### config.mk
export PLATFORM = sky130hd
export DESIGN_NAME = serial_adc_readout_port
export DESIGN_NICKNAME = d
export VERILOG_FILES = /design/src/include/adc_readout_pkg.sv /design/src/include/edge_if.sv /design/src/hdl/serial_adc_readout_port.sv /design/src/hdl/pin_sync.sv /design/src/hdl/sar_core.sv
export SDC_FILE = /design/constraint.sdc
export NUM_CORES = 1
export LEC_CHECK = 0
export ABC_AREA = 1
export BUFFER_PORTS_ARGS = -buffer_cell sky130_fd_sc_hd__buf_2
export CORE_MARGIN = 8
export CORE_UTILIZATION = 50
export CTS_BUF_LIST = sky130_fd_sc_hd__clkbuf_2 sky130_fd_sc_hd__clkbuf_4 sky130_fd_sc_hd__clkbuf_8
export CTS_CLUSTER_SIZE = 14
export DETAILED_ROUTE_END_ITERATION = 10
export PLACE_DENSITY_LB_ADDON = 0.2
export SETUP_SLACK_MARGIN = 0.05
export SLEW_MARGIN = 25
export SYNTH_ARGS = -nofsm -noshare
export SYNTH_HDL_FRONTEND = slang
export SYNTH_SLANG_ARGS = --single-unit
### constraint.sdc
create_clock -name clk_i -period 1.8 [get_ports clk_i]
set_input_delay 0.18 -clock clk_i [delete_from_list [all_inputs] [get_ports clk_i]]
set_output_delay 0.18 -clock clk_i [all_outputs]
set_load 0.02 [all_outputs]
### src/include/adc_readout_pkg.sv
// Notes on behaviour
// - Full frame is sixteen serial clock periods.
// - Select fall samples, holds, starts, drives output.
// - Back to track on thirteenth rising edge.
// - Release output after sixteenth fall or select rise.
// - Bits launched on falling edges, captured next fall.
// - Four zeros then twelve bits, MSB first.
// - Falling first edge may spoil first zero.
// - Result is straight unsigned binary.
// - Select rise after second, before tenth fall shuts down.
// - Shutdown holds until select next falls.
// - Serial clock alone times conversion and output.
// - Edge counts restart at each select fall.
// - Rise before second fall keeps mode, aborts.
// - Rise after tenth fall keeps normal, truncates.
package adc_readout_pkg;
   localparam int CLK_HZ = 40_000_000; // Block clock rate
   localparam int QUIET_NS = 50; // Least inter_frame_gap, host side
   localparam int QUIET_CYC = (QUIET_NS * (CLK_HZ / 1_000_000) + 999) / 1000;
   localparam int POWERUP_NS = 1000; // Typical power-up time
   localparam int POWERUP_CYC = (POWERUP_NS * (CLK_HZ / 1_000_000)) / 1000;
   localparam logic [4:0] FRAME_FALLS = 5'h10; // Falls per frame_duration
   localparam logic [4:0] TRACK_RISE = 5'h0D; // Rising edge back to track
   localparam logic [4:0] SHDN_MIN_FALL = 5'h02; // Earliest fall for shutdown
   localparam logic [4:0] SHDN_MAX_FALL = 5'h0A; // Fall that locks normal mode
   localparam logic [4:0] LEAD_ZEROS = 5'h04; // Zero bits ahead of result
   localparam int RES_W = 12; // Result width
   localparam logic [RES_W-1:0] RES_RST = 12'h000; // Result reset value
   // Frame sequencer states
   typedef enum logic [1:0] {
      ST_IDLE = 2'b00,
      ST_CONV = 2'b01,
      ST_DONE = 2'b10
   } frame_state_t;
endpackage

### src/include/edge_if.sv
// Synchronised pin levels and their edges
interface edge_if;
   logic level; // Filtered level
   logic rise; // One-cycle pulse on rising change
   logic fall; // One-cycle pulse on falling change
   modport src (output level, output rise, output fall);
   modport dst (input level, input rise, input fall);
endinterface

### src/hdl/serial_adc_readout_port.sv
// Digital side of the converter: frame control and serial readout
module serial_adc_readout_port
   import adc_readout_pkg::*;
(
   input wire logic clk_i,
   input wire logic rst_i,
   input wire logic frame_sel_n_i, // Active-low frame select pin
   input wire logic sclk_i, // Serial clock pin, sampled
   input wire logic [adc_readout_pkg::RES_W-1:0] analog_code_i, // Quantised input
   output logic sample_out_line_o, // Serial data out
   output logic sample_out_line_oe_n_o, // Low while driving
   output logic hold_o, // High in hold, low in track
   output logic shutdown_o, // Shutdown mode flag
   output logic powered_o // Analog fully powered
);
   import adc_readout_pkg::*;

   edge_if cs_e ();
   edge_if ck_e ();

   // Select pin idles high
   pin_sync #(.RST_VAL(1'b1)) u_cs_sync (
      .clk_i(clk_i),
      .rst_i(rst_i),
      .pin_i(frame_sel_n_i),
      .sig(cs_e)
   );
   // Serial clock sampled like any pin
   pin_sync #(.RST_VAL(1'b0)) u_ck_sync (
      .clk_i(clk_i),
      .rst_i(rst_i),
      .pin_i(sclk_i),
      .sig(ck_e)
   );

   // Sequencer and timing registers
   frame_state_t state_r, state_nxt; // Frame sequencer
   logic [4:0] falls_r, falls_nxt; // Falling edges since select fell
   logic [4:0] rises_r, rises_nxt; // Rising edges since select fell
   logic [RES_W-1:0] held_r, held_nxt; // Sampled input
   logic dout_r, dout_nxt; // Bit standing on the data line
   logic oe_n_r, oe_n_nxt; // Line driver, low while driving
   logic hold_r, hold_nxt; // Hold switch, high in hold
   logic shdn_r, shdn_nxt; // Shutdown mode
   logic mode_was_r, mode_was_nxt; // Mode in force before this frame
   logic pwr_r, pwr_nxt; // Analog fully powered
   logic [5:0] pwr_cnt_r, pwr_cnt_nxt; // Power-up timer
   logic [RES_W-1:0] trial; // Kept trial bits so far
   logic [RES_W-1:0] trial_mask; // Bit now under trial

   // Named frame events
   logic frame_start; // Detected select fall
   logic frame_stop; // Detected select rise
   logic frame_open; // Select fall that opens a frame
   logic sel_high; // Select settled high
   logic in_frame; // Sequencer inside a frame
   logic sclk_fall; // Serial clock fall inside a frame
   logic sclk_rise; // Serial clock rise inside a frame
   logic last_fall; // Sixteenth fall of the frame
   logic track_rise; // Thirteenth rise of the frame
   logic result_phase; // Fall that launches a result bit
   logic early_rise; // Select rose before the second fall
   logic shdn_rise; // Select rose inside the shutdown window
   logic sar_step; // One trial per serial clock fall
   logic [4:0] out_pos; // Result bit launched on this fall
   logic result_bit; // Settled comparator bit for this fall

   // Select events
   assign frame_start = cs_e.fall;
   assign frame_stop = cs_e.rise;
   assign sel_high = cs_e.level;
   assign in_frame = (state_r == ST_CONV);
   assign frame_open = frame_start && (state_r == ST_IDLE);
   // Serial clock edges count only inside a frame
   assign sclk_fall = in_frame && ck_e.fall;
   assign sclk_rise = in_frame && ck_e.rise;
   assign last_fall = sclk_fall && (falls_r == FRAME_FALLS - 5'h01);
   assign track_rise = sclk_rise && (rises_r == TRACK_RISE - 5'h01);
   // Falls four to fifteen each launch one result bit
   assign result_phase = sclk_fall && !last_fall && (falls_r >= LEAD_ZEROS - 5'h01);
   // Where the select rise lands decides the mode
   assign early_rise = frame_stop && in_frame && (falls_r < SHDN_MIN_FALL);
   assign shdn_rise = frame_stop && in_frame && (falls_r >= SHDN_MIN_FALL)
                      && (falls_r < SHDN_MAX_FALL);
   assign sar_step = sclk_fall && !shdn_r;
   // Fall k launches bit 15-k; by then k-1 trials are done, so the bit
   // settled three falls earlier and the output never waits for the LSB
   assign out_pos = FRAME_FALLS - 5'h02 - falls_r;
   // Out-of-range positions only occur outside the result phase
   assign result_bit = (out_pos < 5'(RES_W)) ? trial[out_pos[3:0]] : 1'b0;

   // Conversion timed by the serial clock
   sar_core u_sar (
      .clk_i(clk_i),
      .rst_i(rst_i),
      .start_i(frame_start),
      .step_i(sar_step),
      .sample_i(held_r),
      .trial_o(trial),
      .mask_o(trial_mask)
   );

   // Frame sequencer and output path
   always_comb begin
      // Hold every register unless a branch moves it
      state_nxt = state_r;
      falls_nxt = falls_r;
      rises_nxt = rises_r;
      held_nxt = held_r;
      dout_nxt = dout_r;
      oe_n_nxt = oe_n_r;
      hold_nxt = hold_r;
      case (state_r)
         ST_IDLE: begin
            // Wait for select to fall
            if (frame_start) begin
               state_nxt = ST_CONV;
               falls_nxt = 5'h00;
               rises_nxt = 5'h00;
               held_nxt = analog_code_i;
               hold_nxt = 1'b1;
               oe_n_nxt = 1'b0;
               // First zero stands before any clock edge arrives
               dout_nxt = 1'b0;
            end
         end
         ST_CONV: begin
            // Rises only count and move the hold switch
            if (sclk_rise) begin
               rises_nxt = rises_r + 5'h01;
            end
            // Back to track on the thirteenth rise
            if (track_rise) begin
               hold_nxt = 1'b0;
            end
            if (frame_stop) begin
               // Select rose early: abort and release
               state_nxt = ST_IDLE;
               oe_n_nxt = 1'b1;
               hold_nxt = 1'b0;
            end else if (last_fall) begin
               // Sixteenth fall ends the word
               falls_nxt = falls_r + 5'h01;
               state_nxt = ST_DONE;
               oe_n_nxt = 1'b1;
            end else if (result_phase) begin
               // Launch the bit the comparator settled earlier
               falls_nxt = falls_r + 5'h01;
               dout_nxt = result_bit;
            end else if (sclk_fall) begin
               // Leading zeros ahead of the result
               falls_nxt = falls_r + 5'h01;
               dout_nxt = 1'b0;
            end
         end
         ST_DONE: begin
            // Released; a select held low must rise before a new frame
            if (sel_high) begin
               state_nxt = ST_IDLE;
            end
         end
         default: begin
            // Unused code falls back to idle
            state_nxt = ST_IDLE;
         end
      endcase
   end

   // Mode decision: select low wakes the device, the rise point decides
   always_comb begin
      // Nothing else moves the mode, so shutdown lasts until select falls
      shdn_nxt = shdn_r;
      mode_was_nxt = mode_was_r;
      if (frame_open) begin
         // Remember the old mode in case this frame is cut too soon
         mode_was_nxt = shdn_r;
         shdn_nxt = 1'b0;
      end else if (shdn_rise) begin
         shdn_nxt = 1'b1;
      end else if (early_rise) begin
         // Too short to count as a mode request; guards against glitches
         shdn_nxt = mode_was_r;
      end else if (frame_stop && in_frame) begin
         // Past the tenth fall: word truncated, normal mode kept
         shdn_nxt = 1'b0;
      end
   end

   // Power-up timer after a shutdown exit or reset
   always_comb begin
      pwr_nxt = pwr_r;
      pwr_cnt_nxt = pwr_cnt_r;
      if (shdn_nxt) begin
         // Follows the mode on the same edge, so both flags agree
         pwr_nxt = 1'b0;
         pwr_cnt_nxt = 6'h00;
      end else if (!pwr_r) begin
         if (pwr_cnt_r == 6'(POWERUP_CYC - 1)) begin
            pwr_nxt = 1'b1;
         end else begin
            pwr_cnt_nxt = pwr_cnt_r + 6'h01;
         end
      end
   end

   // Frame sequencer registers
   always_ff @(posedge clk_i or posedge rst_i) begin
      if (rst_i) begin
         // Done; select level resets high, so a select held low at release still opens a frame
         state_r <= ST_DONE;
         falls_r <= 5'h00;
         rises_r <= 5'h00;
      end else begin
         state_r <= state_nxt;
         falls_r <= falls_nxt;
         rises_r <= rises_nxt;
      end
   end

   // Sampled input, held for the whole conversion
   always_ff @(posedge clk_i or posedge rst_i) begin
      if (rst_i) begin
         held_r <= RES_RST;
      end else begin
         held_r <= held_nxt;
      end
   end

   // Data line and its driver
   always_ff @(posedge clk_i or posedge rst_i) begin
      if (rst_i) begin
         // Released out of reset
         dout_r <= 1'b0;
         oe_n_r <= 1'b1;
      end else begin
         dout_r <= dout_nxt;
         oe_n_r <= oe_n_nxt;
      end
   end

   // Track and hold switch
   always_ff @(posedge clk_i or posedge rst_i) begin
      if (rst_i) begin
         hold_r <= 1'b0;
      end else begin
         hold_r <= hold_nxt;
      end
   end

   // Mode and the mode before the current frame
   always_ff @(posedge clk_i or posedge rst_i) begin
      if (rst_i) begin
         shdn_r <= 1'b0;
         mode_was_r <= 1'b0;
      end else begin
         shdn_r <= shdn_nxt;
         mode_was_r <= mode_was_nxt;
      end
   end

   // Power state and its timer
   always_ff @(posedge clk_i or posedge rst_i) begin
      if (rst_i) begin
         // Reset counts as a fresh power-up
         pwr_r <= 1'b0;
         pwr_cnt_r <= 6'h00;
      end else begin
         pwr_r <= pwr_nxt;
         pwr_cnt_r <= pwr_cnt_nxt;
      end
   end

   // Every output straight from its register
   assign sample_out_line_o = dout_r;
   assign sample_out_line_oe_n_o = oe_n_r;
   assign hold_o = hold_r;
   assign shutdown_o = shdn_r;
   assign powered_o = pwr_r;
endmodule

### src/hdl/pin_sync.sv
// Three-stage pin sampler; change counts when stages two and three agree
module pin_sync #(
   parameter logic RST_VAL = 1'b0
) (
   input wire logic clk_i,
   input wire logic rst_i,
   input wire logic pin_i,
   edge_if.src sig
);
   logic s1_r; // Metastability stage, read only by s2_r
   logic s2_r;
   logic s3_r;
   logic lvl_r; // Accepted level
   logic agree;
   assign agree = (s2_r == s3_r);
   // Shift chain
   always_ff @(posedge clk_i or posedge rst_i) begin
      if (rst_i) begin
         s1_r <= RST_VAL;
         s2_r <= RST_VAL;
         s3_r <= RST_VAL;
      end else begin
         s1_r <= pin_i;
         s2_r <= s1_r;
         s3_r <= s2_r;
      end
   end
   // Accept only agreed levels
   always_ff @(posedge clk_i or posedge rst_i) begin
      if (rst_i) begin
         lvl_r <= RST_VAL;
      end else if (agree) begin
         lvl_r <= s3_r;
      end
   end
   assign sig.level = lvl_r;
   assign sig.rise = agree && s3_r && !lvl_r;
   assign sig.fall = agree && !s3_r && lvl_r;
endmodule

### src/hdl/sar_core.sv
// Successive approximation: one trial bit per serial clock fall
module sar_core
   import adc_readout_pkg::*;
(
   input wire logic clk_i,
   input wire logic rst_i,
   input wire logic start_i, // Frame begins, sample held
   input wire logic step_i, // One trial per pulse
   input wire logic [adc_readout_pkg::RES_W-1:0] sample_i, // Held input
   output logic [adc_readout_pkg::RES_W-1:0] trial_o, // Current trial word
   output logic [adc_readout_pkg::RES_W-1:0] mask_o // Bit under trial
);
   logic [RES_W-1:0] trial_r;
   logic [RES_W-1:0] mask_r;
   logic [RES_W-1:0] probe;
   logic keep;
   // Comparator: keep bit when trial does not exceed input
   assign probe = trial_r | mask_r;
   assign keep = (probe <= sample_i);
   // Trial register advances only on serial clock steps
   always_ff @(posedge clk_i or posedge rst_i) begin
      if (rst_i) begin
         trial_r <= RES_RST;
         mask_r <= RES_RST;
      end else if (start_i) begin
         trial_r <= RES_RST;
         mask_r <= {1'b1, {(RES_W-1){1'b0}}};
      end else if (step_i && mask_r != RES_RST) begin
         trial_r <= keep ? probe : trial_r;
         mask_r <= mask_r >> 1;
      end
   end
   assign trial_o = trial_r;
   assign mask_o = mask_r;
endmodule

* Word-level counts from Yosys, hierarchy flattened
Index checks and enable logic that the tools add are counted.
** Cells by class
- $add $sub $neg :: 4
- Order comparisons :: 7
- Eq/ne operators :: 18
- Mux-type cells :: 44
- Bitwise operators :: 1
- Reductions and logical operators :: 41
** Operators with widths (number)
- 12-bit 2-to-1 mux :: 5
- 5-bit 2-to-1 mux :: 6
- 1-bit logical AND :: 21
- 5-bit case mux with 2 select lines :: 2
- 1-bit 2-to-1 mux :: 19
- 6-bit 2-to-1 mux :: 3
- 12-bit less-or-equal comparator :: 1
- 12-bit OR :: 1
- 3-bit AND reduction :: 4
- 12-bit nonzero test :: 1
- 5-bit by 1-bit adder with 5-bit output, second input constant :: 2
- 5-bit by 4-bit equality test with 1-bit output, second input constant :: 2
- 5-bit by 2-bit >= comparator with 1-bit output, second input constant :: 2
- 5-bit by 4-bit less-than comparator with 1-bit output, second input constant :: 2
- 2-bit != test, second input constant :: 5
- 2-bit 2-to-1 mux :: 4
- 6-bit by 1-bit adder with 6-bit output, second input constant :: 1
- 6-bit equality test, second input constant :: 1
- 1-bit zero test :: 6
- 3-bit by 2-bit != test with 1-bit output, second input constant :: 2
- 1-bit case mux with 2 select lines :: 3
- 2-bit case mux with 3 select lines :: 1
- 2-bit AND reduction :: 3
- 2-bit nonzero test :: 3
- 13 further kinds :: 15
** Word-level totals
- Flip-flop bits (word level) :: 68
- Logic and storage cells :: 136

* Logic depth before layout (Yosys ltp)
- Depth in word-level cells :: 12
- Depth in mapped cells :: 14

* By module
Synthesis repeated with hierarchy kept, for this count alone.
** Second synthesis, totals
- Cells, all modules :: 506
- Area, all modules :: 3890.0 um2
** By module, submodules not included
- serial_adc_readout_port :: times used 1, cells each 263, area an instance 1958.1 um2
- sar_core :: times used 1, cells each 209, area an instance 1594.0 um2
- pin_sync at u_cs_sync :: times used 1, cells each 17, area an instance 171.4 um2
- pin_sync at u_ck_sync :: times used 1, cells each 17, area an instance 166.4 um2

* Worst setup path before layout
OpenSTA, ideal clock, no wires.
- Kind :: register to register
- From :: register u_sar.mask_r[11] (netlist: u_sar.mask_o[11])
- To :: register u_sar.trial_r[0] (netlist: u_sar.trial_o[0])
- Setup time :: 0.116 ns
- Data arrival time :: 1.751 ns
- Data required time :: 1.684 ns
- Slack :: -0.068 ns
- Stages on the path, launching flop included :: 15
- Buffers on the path :: 1
- Clock period less this slack :: 1.868 ns
- Path through :: dfrtp_1 -> or2_2 -> ha_1 -> nand2_1 -> inv_1 -> nand2_1 -> nor2_1 -> nand2_1 -> nand2_1 -> inv_1 -> nand2_1 -> nand2_1 -> buf_6 -> nand2_1 -> nand2_1
** Between the ends
- Word-level cells in the longest chain between the ends :: 4
- Elaborated cells between the ends (all ways) :: 7
- Classes of those cells :: order compare (1); bitwise (1); reduce/logical (5)
** RTL lines
- start, declared :: line sar_core.sv:14 : logic [RES_W-1:0] mask_r;
- start signal, assigned :: line sar_core.sv:27 : mask_r <= {1'b1, {(RES_W-1){1'b0}}};
- start signal, assigned :: line sar_core.sv:30 : mask_r <= mask_r >> 1;
- 12-bit OR or 12-bit nonzero test (tied branches) :: line sar_core.sv:18, sar_core.sv:28
- 12-bit less-or-equal comparator or 1-bit logical AND (tied branches) :: line sar_core.sv:19, sar_core.sv:28
- 2-bit nonzero test (no source line)
- 2-bit AND reduction (no source line) (*)
- end signal, assigned :: line sar_core.sv:29 : trial_r <= keep ? probe : trial_r;
- end, declared :: line sar_core.sv:13 : logic [RES_W-1:0] trial_r;
Every way passes the cells marked *; elsewhere a longest branch is shown, timed or not.
A chain may end at the register's enable or synchronous reset.

* Final worst setup path
- From :: register u_sar.trial_r[9] (netlist: u_sar.trial_o[9])
- To :: register u_sar.trial_r[8] (netlist: u_sar.trial_o[8])
** Between the ends
- Word-level cells in the longest chain between the ends :: 4
** RTL lines
- 12-bit OR :: line sar_core.sv:18 : assign probe = trial_r | mask_r;
- 12-bit less-or-equal comparator :: line sar_core.sv:19 : assign keep = (probe <= sample_i);
- 2-bit nonzero test (no source line)
- 2-bit AND reduction (no source line)
No other way between the ends.

==> summary.txt <==
critical path arrival = 2.12 ns
final core occ = 64.50%
CP Data Required Time = 2.08 ns
I/O pin count = 21
Post-Layout Cell Count = 614
storage element area = 0.001710 mm2
setup slack after layout = -0.04330 ns
Die ar. = 0.01025 mm2
Worst slew margin = 74.69%
IO Port Bufs = 20
Post-Synthesis Cells = 446
gr usage total = 17.84%
multi-input logic area = 0.001892 mm2
largest net degree at the start of global routing = 47
wire length per cell = 13.80 um
critical path, cell by cell = or2_4 -> ha_4 -> nand2_1 -> inv_1 -> nand2_2 -> nor2_2 -> nand2_1 -> nand2_1 -> inv_2 -> nand2_4 -> buf_8 -> nand3_2 -> nand2_1
setup TNS = -0.3296 ns
main combinational cell family by area after synthesis = simple AND/OR/NAND/NOR gates
P_leak = 2.403 nW
Synth Area in Compound Gates = 7.504%
Max-Cap Viols = 0
Root Driver = clkbuf_8
initial core utilization = 50.93%
Primary FF master, synth = dfrtp_1
RSZ-0062 raised after global routing = yes
Crit path buffers/inverters = 3
Netlist cell types = 28
area grow syn2layout = 26.64%
row cnt = 31
Core Region = 0.007137 mm2
hold crit path type = input pin to flip-flop
flops & latches, synth = 68
Final Hold Fails = 0
Post-synth EDFFs = 0
ANT cells = 0
Max IR drop VDD = 0.7328 mV
Period minus WS final = 1.843 ns
TritonCTS clock tree = yes
FF-to-FF path depth = 13
Post-Route Skew = 0.009195 ns
syn avg cell area = 8.150 um2
grt ovf = 0
initial antenna violation count = 0
via count = 3,089
H-tree depth = 3
Iteration-0 DRC Markers = 129
Num CTS Buffers = 9
dpl hpwl = 5917 um
crit start category = flip-flop
CP most frequent cell = nand2_1
crit path max fanout = 6
crit share post-route = 102.4%
Worst-Skew Late Latency = 0.34 ns
multiplexer share of the synthesized area = 0%
pwr/cell area = 1271 mW/mm2
FMAX = 542.5 MHz
NumNets Final = 549
Largest delay share family, worst path = simple AND/OR/NAND/NOR gates
worst hold path depth = 3
Post-Synth Simple-Gate Area = 28.06%
Die Wd = 101.3 um
layout cells sized above 1 = 27.77%
commonest cells after routing, fill and taps aside = nand2_1 (121), dfrtp_1 (61), inv_1 (57), buf_4 (33), o21ai_0 (30)
vias in the first global route = 3,073
Worst-Margin Slew = 0.3782 ns
Mapped Area = 0.003635 mm2
WS Path Type = flip-flop to flip-flop
failing checks = negative setup slack
Adder-Cell Fraction of Synth Area = 7.917%
Seq/Total Area, Yosys = 47.02%
Die H = 101.3 um
CTS max path bufs = 2
Sink Count = 68
placed cells = 584
max-slew violations = 0
DRC violation count after routing = 0
slowest stage delay, CP = 0.40 ns
post-synthesis xor/xnor area fraction = 1.446%
global-route wire length before repair = 14,420 um
fraction of registers with async set/reset = 100.0%
CP max stage cell = dfrtp_1
WP depth = 13
yosys warns = 0
fillers = 626
Detail Route Antenna Nets = 0
Worst-path clk slew = 0.07 ns
syn nets = 485
commonest non-fill, non-tap cell in the layout = nand2_1
CP endpoint kind = flip-flop
final WL = 8474 um
Pre-antenna DRT Iters = 5
final setup violation count = 12
gpl congestion = 0.8301
status = finished, violations left
vias per cell = 5.031
==> layout make-up <==
class                   count  area share, %
clock buffers              12          3.452
clock inverters             4         0.5164
inverters                  64          5.355
multi-input cells         307          41.10
flip-flops and latches     68          37.16
well taps                  99          2.691
repair buffers             60          9.731
==> synth_stat cells (2+ instances only) <==
master,count,area (um2)
a21oi_1,14,70.07
buf_6,2,22.52
o22ai_1,2,12.51
nand4_1,4,25.02
inv_1,60,225.2
or2_2,9,56.30
nand2_1,130,488.0
nor3_1,5,25.02
o21ai_0,30,150.1
nor2_4,3,33.78
nand3_1,42,210.2
buf_2,6,30.03
dfstp_2,6,157.7
nand2_2,3,18.77
nor2_1,26,97.59
xor2_1,6,52.55
dfrtp_1,62,1551
inv_2,4,15.01
ha_1,23,287.8
==> final timing paths <==
check	endpoint	slack, ns	startpoint
worst max-delay path	u_sar.trial_o[8]	-0.04	u_sar.trial_o[9]
worst min register to register	u_ck_sync.s2_r	0.35	u_ck_sync.s1_r
worst max register to register	u_sar.trial_o[8]	-0.04	u_sar.trial_o[9]
min in group asynchronous	pwr_cnt_r[2]	0.30	rst_i
max in group asynchronous	state_r[1]	0.97	rst_i
worst min-delay path	held_r[0]	0.04	analog_code_i[0]
==> flip-flops by register name, summed over array words and instances, names as in the netlist, 2 cells and up <==
signal	flops
rises_r	5
u_sar.trial_o	12
held_r	12
state_r	2
falls_r	5
u_sar.mask_o	12
pwr_cnt_r	6
==> power by group <==
group | switching (mW) | internal [mW] | total (mW) | leakage (nW)
Combinational | 1.52 | 0.990 | 2.51 | 1.42
Clock | 0.589 | 0.587 | 1.18 | 0.0995
Sequential | 0.253 | 1.91 | 2.16 | 0.883
==> worst register-to-register path: cells and delay by family (launching register included) <==
| kind | cells | cell delay, ns |
|---|---|---|
| buffers and inverters | 3 | 0.24 |
| adder cells (fa/ha/maj) | 1 | 0.27 |
| AND/OR/NAND/NOR | 9 | 0.85 |
| flip-flops | 1 | 0.40 |
==> routing by layer <==
| layer | vias up | part of all wire (%) | GRT usage (%) |
|---|---|---|---|
| met5 | - | 0 | 0 |
| met4 | 0 | 2.1 | 6.987 |
| met3 | 17 | 3.7 | 4.192 |
| met2 | 54 | 48 | 29.40 |
| met1 | 1468 | 46 | 22.05 |
| li1 | 1550 | - | - |
==> repair_timing <==
action / CTS / global route
gates resized for setup: 28 / 17
hold endpoints to repair: 8 / 0
setup buffers: 6 / 3
gates cloned: 2 / 0
endpoints found under the setup margin: 12 / 39
pin swaps: 21 / 9
hold buffers: 3 / 0
==> metrics by stage <==
stage	area [um2]	hold slack, ns	setup slack (ns)	power (mW)
after detailed placement	4108	0.1192	-0.1032	4.285
after global placement	4108	0.1146	-0.06644	4.197
after floorplan	3709	0.1845	0.05051	3.688
after CTS	4521	0.03261	-0.01076	5.769
final	4603	0.03714	-0.04330	5.850
after global routing	4603	0.03341	-0.1483	6.285
==> logic make-up after synthesis <==
logic type | Yosys count
XOR/XNOR | 6
AO/OA/AOI/OAI | 50
flip-flops | 68
adder cells (fa/ha/maj) | 23
buffers and inverters | 72
AND/OR/NAND/NOR | 227
Power figures use the tool's default switching activity.
